## src/acr_pkg.sv

```systemverilog
// Operation
// - offset high word holds offset bits 23..8
// - offset low word upper byte holds bits 7..0
// - gain high word holds unsigned gain bits 23..8
// - gain low word upper byte holds bits 7..0
// - gain resets to 8000h high, zero low
// - low byte of low words reads zero
// - config bits 15..6 hold signed phase delay
// - config bits 5..3 reserved, read zero, unwritable
// - bit 2 bypasses filter, else global setting
// - bits 1..0 select channel input source
// - config and offsets reset to zero
`default_nettype none
package acr_pkg;

	// ****************************************
	// bus widths
	// ****************************************
	localparam int unsigned ADDR_W   = 8;
	localparam int unsigned DATA_W   = 32;
	localparam int unsigned STRB_W   = DATA_W / 8;
	localparam int unsigned REG_W    = 16;
	localparam int unsigned NUM_REGS = 7;
	localparam int unsigned IDX_W    = 6;

	typedef logic [REG_W-1:0] acr_word_t;
	typedef logic [2:0]       acr_slot_t;

	// ****************************************
	// register indices, byte address = 4 * index
	// ****************************************
	localparam logic [IDX_W-1:0] IDX_CH1_OFFSET_CAL_HIGH = 6'h0f;
	localparam logic [IDX_W-1:0] IDX_CH1_OFFSET_CAL_LOW  = 6'h10;
	localparam logic [IDX_W-1:0] IDX_CH1_GAIN_CAL_HIGH   = 6'h11;
	localparam logic [IDX_W-1:0] IDX_CH1_GAIN_CAL_LOW    = 6'h12;
	localparam logic [IDX_W-1:0] IDX_CH2_CONFIG          = 6'h13;
	localparam logic [IDX_W-1:0] IDX_CH2_OFFSET_CAL_HIGH = 6'h14;
	localparam logic [IDX_W-1:0] IDX_CH2_OFFSET_CAL_LOW  = 6'h15;
	localparam logic [IDX_W-1:0] IDX_STATUS              = 6'h20;
	localparam logic [1:0]       ADDR_LSB_W              = 2'h0;

	// storage slots
	localparam acr_slot_t SLOT_CH1_OFS_HI = 3'h0;
	localparam acr_slot_t SLOT_CH1_OFS_LO = 3'h1;
	localparam acr_slot_t SLOT_CH1_GAIN_HI = 3'h2;
	localparam acr_slot_t SLOT_CH1_GAIN_LO = 3'h3;
	localparam acr_slot_t SLOT_CH2_CONFIG    = 3'h4;
	localparam acr_slot_t SLOT_CH2_OFS_HI = 3'h5;
	localparam acr_slot_t SLOT_CH2_OFS_LO = 3'h6;

	// ****************************************
	// writable masks and reset values
	// ****************************************
	localparam acr_word_t MASK_HIGH_WORD = 16'hffff;
	localparam acr_word_t MASK_LOW_WORD  = 16'hff00;
	localparam acr_word_t MASK_CONFIG    = 16'hffc7;
	localparam acr_word_t RST_ZERO       = 16'h0000;
	localparam acr_word_t RST_GAIN_HIGH  = 16'h8000;

	// config fields
	localparam int unsigned CFG_PHASE_MSB  = 15;
	localparam int unsigned CFG_PHASE_LSB  = 6;
	localparam int unsigned CFG_BYPASS_BIT = 2;
	localparam int unsigned CFG_MUX_MSB    = 1;
	localparam int unsigned CFG_MUX_LSB    = 0;
	localparam int unsigned LOW_BYTE_MSB   = 15;
	localparam int unsigned LOW_BYTE_LSB   = 8;

	// input selector codes
	localparam logic [1:0] MUX_NORMAL   = 2'h0;
	localparam logic [1:0] MUX_SHORTED  = 2'h1;
	localparam logic [1:0] MUX_TEST_POS = 2'h2;
	localparam logic [1:0] MUX_TEST_NEG = 2'h3;

	// status fields
	localparam int unsigned STAT_FILT_EN_BIT = 0;
	localparam int unsigned STAT_GLOBAL_BIT  = 1;

	// responses
	localparam logic [1:0] RESP_OKAY   = 2'h0;
	localparam logic [1:0] RESP_SLVERR = 2'h2;

endpackage
`default_nettype wire

```

## src/acr_calib_regs.sv

```systemverilog
// The AXI4-Lite interface to the registers was decided locally.
`timescale 1ns/10ps
`default_nettype none
module acr_calib_regs (
	input  wire logic                            aclk,
	input  wire logic                            aresetn,
	input  wire logic [acr_pkg::ADDR_W-1:0]      s_axi_awaddr,
	input  wire logic [2:0]                      s_axi_awprot,
	input  wire logic                            s_axi_awvalid,
	output var  logic                            s_axi_awready,
	input  wire logic [acr_pkg::DATA_W-1:0]      s_axi_wdata,
	input  wire logic [acr_pkg::STRB_W-1:0]      s_axi_wstrb,
	input  wire logic                            s_axi_wvalid,
	output var  logic                            s_axi_wready,
	output var  logic [1:0]                      s_axi_bresp,
	output var  logic                            s_axi_bvalid,
	input  wire logic                            s_axi_bready,
	input  wire logic [acr_pkg::ADDR_W-1:0]      s_axi_araddr,
	input  wire logic [2:0]                      s_axi_arprot,
	input  wire logic                            s_axi_arvalid,
	output var  logic                            s_axi_arready,
	output var  logic [acr_pkg::DATA_W-1:0]      s_axi_rdata,
	output var  logic [1:0]                      s_axi_rresp,
	output var  logic                            s_axi_rvalid,
	input  wire logic                            s_axi_rready,
	input  wire logic                            global_dc_filter_setting,
	output var  logic [23:0]                     ch1_offset_correction,
	output var  logic [23:0]                     ch1_gain_factor,
	output var  logic [23:0]                     ch2_offset_correction,
	output var  logic [9:0]                      ch2_phase_delay,
	output var  logic                            ch2_dc_filter_bypass,
	output var  logic                            ch2_dc_filter_enable,
	output var  logic [1:0]                      ch2_input_select
);
	import acr_pkg::*;

	// ****************************************
	// helpers
	// ****************************************
	function automatic logic [IDX_W:0] decode(input logic [ADDR_W-1:0] addr);
		logic [IDX_W-1:0] idx;
		logic             hit;
		acr_slot_t        slot;
		idx  = addr[ADDR_W-1:2];
		hit  = 1'h1;
		slot = SLOT_CH1_OFS_HI;
		if (idx == IDX_CH1_OFFSET_CAL_HIGH) begin
			slot = SLOT_CH1_OFS_HI;
		end else if (idx == IDX_CH1_OFFSET_CAL_LOW) begin
			slot = SLOT_CH1_OFS_LO;
		end else if (idx == IDX_CH1_GAIN_CAL_HIGH) begin
			slot = SLOT_CH1_GAIN_HI;
		end else if (idx == IDX_CH1_GAIN_CAL_LOW) begin
			slot = SLOT_CH1_GAIN_LO;
		end else if (idx == IDX_CH2_CONFIG) begin
			slot = SLOT_CH2_CONFIG;
		end else if (idx == IDX_CH2_OFFSET_CAL_HIGH) begin
			slot = SLOT_CH2_OFS_HI;
		end else if (idx == IDX_CH2_OFFSET_CAL_LOW) begin
			slot = SLOT_CH2_OFS_LO;
		end else begin
			hit = 1'h0;
		end
		if (addr[1:0] != ADDR_LSB_W) begin
			hit = 1'h0;
		end
		return {hit, IDX_W'(slot)};
	endfunction

	function automatic acr_word_t slot_mask(input acr_slot_t slot);
		acr_word_t m;
		m = MASK_HIGH_WORD;
		case (slot)
			SLOT_CH1_OFS_LO, SLOT_CH1_GAIN_LO, SLOT_CH2_OFS_LO: m = MASK_LOW_WORD;
			SLOT_CH2_CONFIG: m = MASK_CONFIG;
			default: m = MASK_HIGH_WORD;
		endcase
		return m;
	endfunction

	function automatic acr_word_t slot_reset(input acr_slot_t slot);
		acr_word_t r;
		r = RST_ZERO;
		if (slot == SLOT_CH1_GAIN_HI) begin
			r = RST_GAIN_HIGH;
		end
		return r;
	endfunction

	// ****************************************
	// write channel state
	// ****************************************
	logic                   aw_held_q, aw_held_d;
	logic                   w_held_q, w_held_d;
	logic [ADDR_W-1:0]      waddr_q, waddr_d;
	logic [REG_W-1:0]       wdata_q, wdata_d;
	logic [1:0]             wstrb_q, wstrb_d;
	logic                   awready_q, awready_d;
	logic                   wready_q, wready_d;
	logic                   bvalid_q, bvalid_d;
	logic [1:0]             bresp_q, bresp_d;
	logic                   do_write;
	logic [IDX_W:0]         wdec;
	acr_word_t              regs_q [NUM_REGS];
	acr_word_t              regs_d [NUM_REGS];

	always_comb begin
		aw_held_d = aw_held_q;
		w_held_d  = w_held_q;
		waddr_d   = waddr_q;
		wdata_d   = wdata_q;
		wstrb_d   = wstrb_q;
		bvalid_d  = bvalid_q;
		bresp_d   = bresp_q;
		wdec      = decode(waddr_q);
		do_write  = aw_held_q && w_held_q && !bvalid_q;
		if (s_axi_awvalid && awready_q) begin
			aw_held_d = 1'h1;
			waddr_d   = s_axi_awaddr;
		end
		if (s_axi_wvalid && wready_q) begin
			w_held_d = 1'h1;
			wdata_d  = s_axi_wdata[REG_W-1:0];
			wstrb_d  = s_axi_wstrb[1:0];
		end
		if (do_write) begin
			aw_held_d = 1'h0;
			w_held_d  = 1'h0;
			bvalid_d  = 1'h1;
			bresp_d   = wdec[IDX_W] ? RESP_OKAY : RESP_SLVERR;
		end else if (bvalid_q && s_axi_bready) begin
			bvalid_d = 1'h0;
		end
		awready_d = !aw_held_d && !bvalid_d;
		wready_d  = !w_held_d && !bvalid_d;
	end

	always_comb begin
		acr_word_t m;
		m = RST_ZERO;
		for (int i = 0; i < NUM_REGS; i++) begin
			regs_d[i] = regs_q[i];
		end
		if (do_write && wdec[IDX_W]) begin
			m = slot_mask(acr_slot_t'(wdec[2:0])) & {{8{wstrb_q[1]}}, {8{wstrb_q[0]}}};
			regs_d[wdec[2:0]] = (regs_q[wdec[2:0]] & ~m) | (wdata_q & m);
		end
	end

	always_ff @(posedge aclk) begin
		if (!aresetn) begin
			aw_held_q <= 1'h0;
			w_held_q  <= 1'h0;
			waddr_q   <= '0;
			wdata_q   <= '0;
			wstrb_q   <= '0;
			awready_q <= 1'h0;
			wready_q  <= 1'h0;
			bvalid_q  <= 1'h0;
			bresp_q   <= RESP_OKAY;
		end else begin
			aw_held_q <= aw_held_d;
			w_held_q  <= w_held_d;
			waddr_q   <= waddr_d;
			wdata_q   <= wdata_d;
			wstrb_q   <= wstrb_d;
			awready_q <= awready_d;
			wready_q  <= wready_d;
			bvalid_q  <= bvalid_d;
			bresp_q   <= bresp_d;
		end
	end

	// ****************************************
	// register file
	// ****************************************
	always_ff @(posedge aclk) begin
		if (!aresetn) begin
			for (int i = 0; i < NUM_REGS; i++) begin
				regs_q[i] <= slot_reset(acr_slot_t'(i));
			end
		end else begin
			for (int i = 0; i < NUM_REGS; i++) begin
				regs_q[i] <= regs_d[i];
			end
		end
	end

	// ****************************************
	// filter enable and status
	// ****************************************
	logic filt_en_q, filt_en_d;
	logic global_q, global_d;

	always_comb begin
		global_d  = global_dc_filter_setting;
		filt_en_d = regs_q[SLOT_CH2_CONFIG][CFG_BYPASS_BIT] ? 1'h0 : global_dc_filter_setting;
	end

	always_ff @(posedge aclk) begin
		if (!aresetn) begin
			filt_en_q <= 1'h0;
			global_q  <= 1'h0;
		end else begin
			filt_en_q <= filt_en_d;
			global_q  <= global_d;
		end
	end

	// ****************************************
	// read channel
	// ****************************************
	logic                   arready_q, arready_d;
	logic                   rvalid_q, rvalid_d;
	logic [DATA_W-1:0]      rdata_q, rdata_d;
	logic [1:0]             rresp_q, rresp_d;
	logic [IDX_W:0]         rdec;

	always_comb begin
		rvalid_d = rvalid_q;
		rdata_d  = rdata_q;
		rresp_d  = rresp_q;
		rdec     = decode(s_axi_araddr);
		if (s_axi_arvalid && arready_q) begin
			rvalid_d = 1'h1;
			rdata_d  = '0;
			rresp_d  = RESP_SLVERR;
			if (rdec[IDX_W]) begin
				rdata_d[REG_W-1:0] = regs_q[rdec[2:0]] & slot_mask(acr_slot_t'(rdec[2:0]));
				rresp_d            = RESP_OKAY;
			end else if (s_axi_araddr[ADDR_W-1:2] == IDX_STATUS && s_axi_araddr[1:0] == ADDR_LSB_W) begin
				rdata_d[STAT_FILT_EN_BIT] = filt_en_q;
				rdata_d[STAT_GLOBAL_BIT]  = global_q;
				rresp_d                   = RESP_OKAY;
			end
		end else if (rvalid_q && s_axi_rready) begin
			rvalid_d = 1'h0;
		end
		arready_d = !rvalid_d;
	end

	always_ff @(posedge aclk) begin
		if (!aresetn) begin
			arready_q <= 1'h0;
			rvalid_q  <= 1'h0;
			rdata_q   <= '0;
			rresp_q   <= RESP_OKAY;
		end else begin
			arready_q <= arready_d;
			rvalid_q  <= rvalid_d;
			rdata_q   <= rdata_d;
			rresp_q   <= rresp_d;
		end
	end

	// ****************************************
	// outputs
	// ****************************************
	assign s_axi_awready = awready_q;
	assign s_axi_wready  = wready_q;
	assign s_axi_bvalid  = bvalid_q;
	assign s_axi_bresp   = bresp_q;
	assign s_axi_arready = arready_q;
	assign s_axi_rvalid  = rvalid_q;
	assign s_axi_rdata   = rdata_q;
	assign s_axi_rresp   = rresp_q;

	assign ch1_offset_correction = {regs_q[SLOT_CH1_OFS_HI], regs_q[SLOT_CH1_OFS_LO][LOW_BYTE_MSB:LOW_BYTE_LSB]};
	assign ch1_gain_factor       = {regs_q[SLOT_CH1_GAIN_HI], regs_q[SLOT_CH1_GAIN_LO][LOW_BYTE_MSB:LOW_BYTE_LSB]};
	assign ch2_offset_correction = {regs_q[SLOT_CH2_OFS_HI], regs_q[SLOT_CH2_OFS_LO][LOW_BYTE_MSB:LOW_BYTE_LSB]};
	assign ch2_phase_delay       = regs_q[SLOT_CH2_CONFIG][CFG_PHASE_MSB:CFG_PHASE_LSB];
	assign ch2_dc_filter_bypass  = regs_q[SLOT_CH2_CONFIG][CFG_BYPASS_BIT];
	assign ch2_dc_filter_enable  = filt_en_q;
	assign ch2_input_select      = regs_q[SLOT_CH2_CONFIG][CFG_MUX_MSB:CFG_MUX_LSB];

endmodule // acr_calib_regs
`default_nettype wire

```

## config.mk

```make
export PLATFORM = sky130hd
export DESIGN_NAME = acr_calib_regs
export DESIGN_NICKNAME = d
export VERILOG_FILES = /design/src/acr_pkg.sv /design/src/acr_calib_regs.sv
export SDC_FILE = /design/constraint.sdc
export NUM_CORES = 1
export LEC_CHECK = 0
export BUFFER_PORTS_ARGS = -buffer_cell sky130_fd_sc_hd__buf_2
export CAP_MARGIN = 20
export CORE_ASPECT_RATIO = 0.9
export CORE_UTILIZATION = 40
export CTS_CLUSTER_DIAMETER = 120
export DETAILED_ROUTE_END_ITERATION = 8
export MAX_ROUTING_LAYER = met4
export PLACE_DENSITY = 0.74
export SETUP_SLACK_MARGIN = 0.2
export SKIP_LAST_GASP = 1
export SYNTH_ARGS = -nofsm -noshare
export SYNTH_HDL_FRONTEND = slang
export SYNTH_SLANG_ARGS = --single-unit
```

## constraint.sdc

```tcl
create_clock -name aclk -period 4.9 [get_ports aclk]
set_input_delay 0.98 -clock aclk [delete_from_list [all_inputs] [get_ports aclk]]
set_output_delay 0.98 -clock aclk [all_outputs]
set_load 0.1 [all_outputs]
```

==> impl_metrics.json <==
{
  "outcome": "finished, final reports clean",
  "critPathMaxFanout": 35,
  "ys_async_sr_fraction": 0,
  "grt_pass1_wl_mm": 41.5,
  "finalHoldViolations": 0,
  "grt_max_degree": 93,
  "root_buffer": "clkbuf_16",
  "wl_mm": 27.1,
  "fin_nets": 1144,
  "fp-row-count": 50,
  "ys_ff_latch": 165,
  "critPathKind": "input pin to flop",
  "fp.dieH_um": 140,
  "antenna_found_initial": 0,
  "skew_ns": 0.00815,
  "slew_headroom": 0.270,
  "slowest_stage": "a2111oi_4",
  "p_leak_nw": 3.76,
  "place_area_um2": 8940,
  "start_util": 0.407,
  "ir_drop_uv": 208,
  "fmax_mhz": 303,
  "cts_sinks": 165,
  "grt_use_met2": 0.344,
  "end_kind": "flop",
  "drive_gt1_frac": 0.208,
  "grt_use_total": 0.257,
  "viasPerCell": 5.72,
  "fin_crit_sh": 0.674,
  "core_area_um2": 20800,
  "powerDensity_nw_per_um2": 320,
  "grt_pass1_vias": 7022,
  "antenna_cells": 0,
  "cts-resized-gates": 0,
  "netlist_instances": 1013,
  "cts_tree": "built",
  "dp_hpwl_mm": 19.3,
  "crit_path_cell_trace": "buf_2, inv_2, or4_4, a2111oi_4, o21ai_1, o22ai_1",
  "grt_remaining_overflow": 0,
  "drt_iter0_drc": 1073,
  "worst_ep_required_time_ns": 5.24,
  "grt_util_met3": 0.0696,
  "yosysSeqAreaShare": 0.391,
  "synth-edff-count": 0,
  "fin_setup_tns_ns": 0,
  "wl_per_cell_um": 19.7,
  "cts_made_buffers": 17,
  "insertion_delay_ns": 0.43,
  "syn2layout_area_growth_pct": 12.6,
  "rsz0062_at_grt": "false",
  "slew_viol_final": 0,
  "ant_nets": 0,
  "startpoint_type": "input pin",
  "gp_congestion": 0.903,
  "max-cap-violations": 0,
  "syn-cell-area_um2": 8460,
  "fp.dieW_um": 155,
  "design_area_um2": 9530,
  "die-area_um2": 21700,
  "finalSetupViolCount": 0,
  "max_stage_delay_ns": 0.79,
  "cts_setup_buffers": 0,
  "tightest_slew_ns": 1.10,
  "htree_levels": 4,
  "holdBufCountCts": 0,
  "cts.path.max_buffers": 2,
  "clk_pin_slew_ns": 0.06,
  "drt_first_pass_iters": 6,
  "min_path_type": "flop to flop",
  "ys_warn_count": 0,
  "synth-main-ff-cell": "dfxtp_1",
  "arrival_ns": 3.64,
  "via_count": 7877,
  "portBuffers": 150,
  "grt_util_met1": 0.366,
  "drc": 0,
  "io_pins": 193,
  "synth_cell_types": 79,
  "period_needed_ns": 3.30,
  "syn-mean-instance-area_um2": 8.35,
  "top_usage_layer": "met1"
}
[worst max-delay path, delay by kind of cell]
family	cells	cell delay [ns]
compound gates	3	1.09
buf+inv	2	0.93
simple gates	1	0.63
[layer usage]
| layer | up-vias | share of wire |
|---|---|---|
| met1 | 3674 | 0.45 |
| met4 | 0 | 0.021 |
| met2 | 450 | 0.41 |
| li1 | 3713 | - |
| met5 | - | 0 |
| met3 | 40 | 0.12 |
[metrics by stage]
stage	util	worst slack (ns)	instances	total power, W	hold slack, ns
after CTS	0.459	1.60	1377	0.00305	0.447
final	0.459	1.60	1377	0.00305	0.448
after floorplan	-	2.34	1030	0.00166	0.424
after detailed placement	0.430	1.18	1345	0.00172	0.438
after global routing	0.459	1.41	1377	0.00314	0.466
after global placement	0.430	1.25	1345	0.00172	0.439
[Yosys cell counts, drive strengths merged, types with 3 or more instances]
cell       n  share of area
a21boi     7         0.0062
and2      36          0.027
o22ai     32          0.024
o21a       6         0.0053
a21oi     71          0.045
a221o      7         0.0083
o21ai     36          0.021
a31oi     20          0.015
o32a       3         0.0036
a221oi     7         0.0072
inv        8         0.0036
o22a       4         0.0041
or4        3         0.0040
nor2b     21          0.016
clkbuf    43          0.019
buf       85          0.071
and3       9         0.0067
o2bb2ai   11          0.011
o211a      3         0.0036
nor2      59          0.026
dfxtp    165           0.39
mux2       8          0.011
a2bb2oi    7         0.0072
o32ai     11          0.011
or3b       5         0.0052
nor4       3         0.0040
o31ai     11          0.011
nand2b     8         0.0059
nor3b      6         0.0065
a211oi     9         0.0080
nand2    155          0.069
a21o       6         0.0053
a32o       4         0.0047
a2111oi    5         0.0096
or3        4         0.0030
nand3     29          0.017
and3b      3         0.0031
nand3b     4         0.0050
o2111a     4         0.0053
mux2i     30          0.036
a22o      10          0.010
nor3      30          0.020
[report_power, final]
group	leakage (nW)	switching, W	total, W	internal [W]
clock network	0.282	0.000548	0.00135	0.000802
logic	2.14	0.000243	0.000314	0.0000710
registers	1.33	0.0000229	0.00138	0.00136
[final cells by class]
class                      instances  area (µm²)
multi-input combinational        728        4440
inverter                           9        33.8
tap                              286         358
timing repair buffer             157         803
clock buffer                      24         492
sequential                       165        3300
fill                            2081       11200
clock inverter                     8        97.6
[path summary, 6_finish.rpt]
check	start	end	slack, ns	depth (start not counted)
setup / recovery	s_axi_araddr[2]	s_axi_rdata[0]$_SDFFE_PN0P_	1.60	6
hold / removal	s_axi_rdata[15]$_SDFFE_PN0P_	s_axi_rdata[15]$_SDFFE_PN0P_	0.45	2
setup reg to reg	waddr_q[2]$_SDFFE_PN0P_	regs_q[3][13]$_SDFFE_PN0P_	1.63	5
hold reg to reg	s_axi_rdata[15]$_SDFFE_PN0P_	s_axi_rdata[15]$_SDFFE_PN0P_	0.45	2
[flip-flops by register name, summed over array words and instances (netlist names), 2 cells and up]
name         flops
regs_q         112
s_axi_rdata     16
wdata_q         16
waddr_q          8
wstrb_q          2
[placed cells by master, fill, tap and decap left out, drive strengths merged, types with 11 or more instances in the layout]
cell type / Yosys / final
a21oi: 71 / 71
a31oi: 20 / 20
and2: 36 / 36
buf: 85 / 157
clkbuf: 43 / 24
conb: 1 / 18
dfxtp: 165 / 165
mux2i: 30 / 30
nand2: 155 / 155
nand3: 29 / 29
nor2: 59 / 59
nor2b: 21 / 21
nor3: 30 / 30
o21ai: 36 / 36
o22ai: 32 / 32
o2bb2ai: 11 / 11
o31ai: 11 / 11
o32ai: 11 / 11
[kinds of logic (layout without fill, tap and decap cells)]
logic type | after synthesis | in the layout | synth area share
buf+inv | 137 | 198 | 0.0936
flops | 165 | 165 | 0.391
simple gates | 382 | 382 | 0.225
other cells | 1 | 18 | 0.000443
mux | 38 | 38 | 0.0466
compound gates | 289 | 289 | 0.243
xor+xnor | 1 | 1 | 0.00104
(Power assumes the default switching activity.)
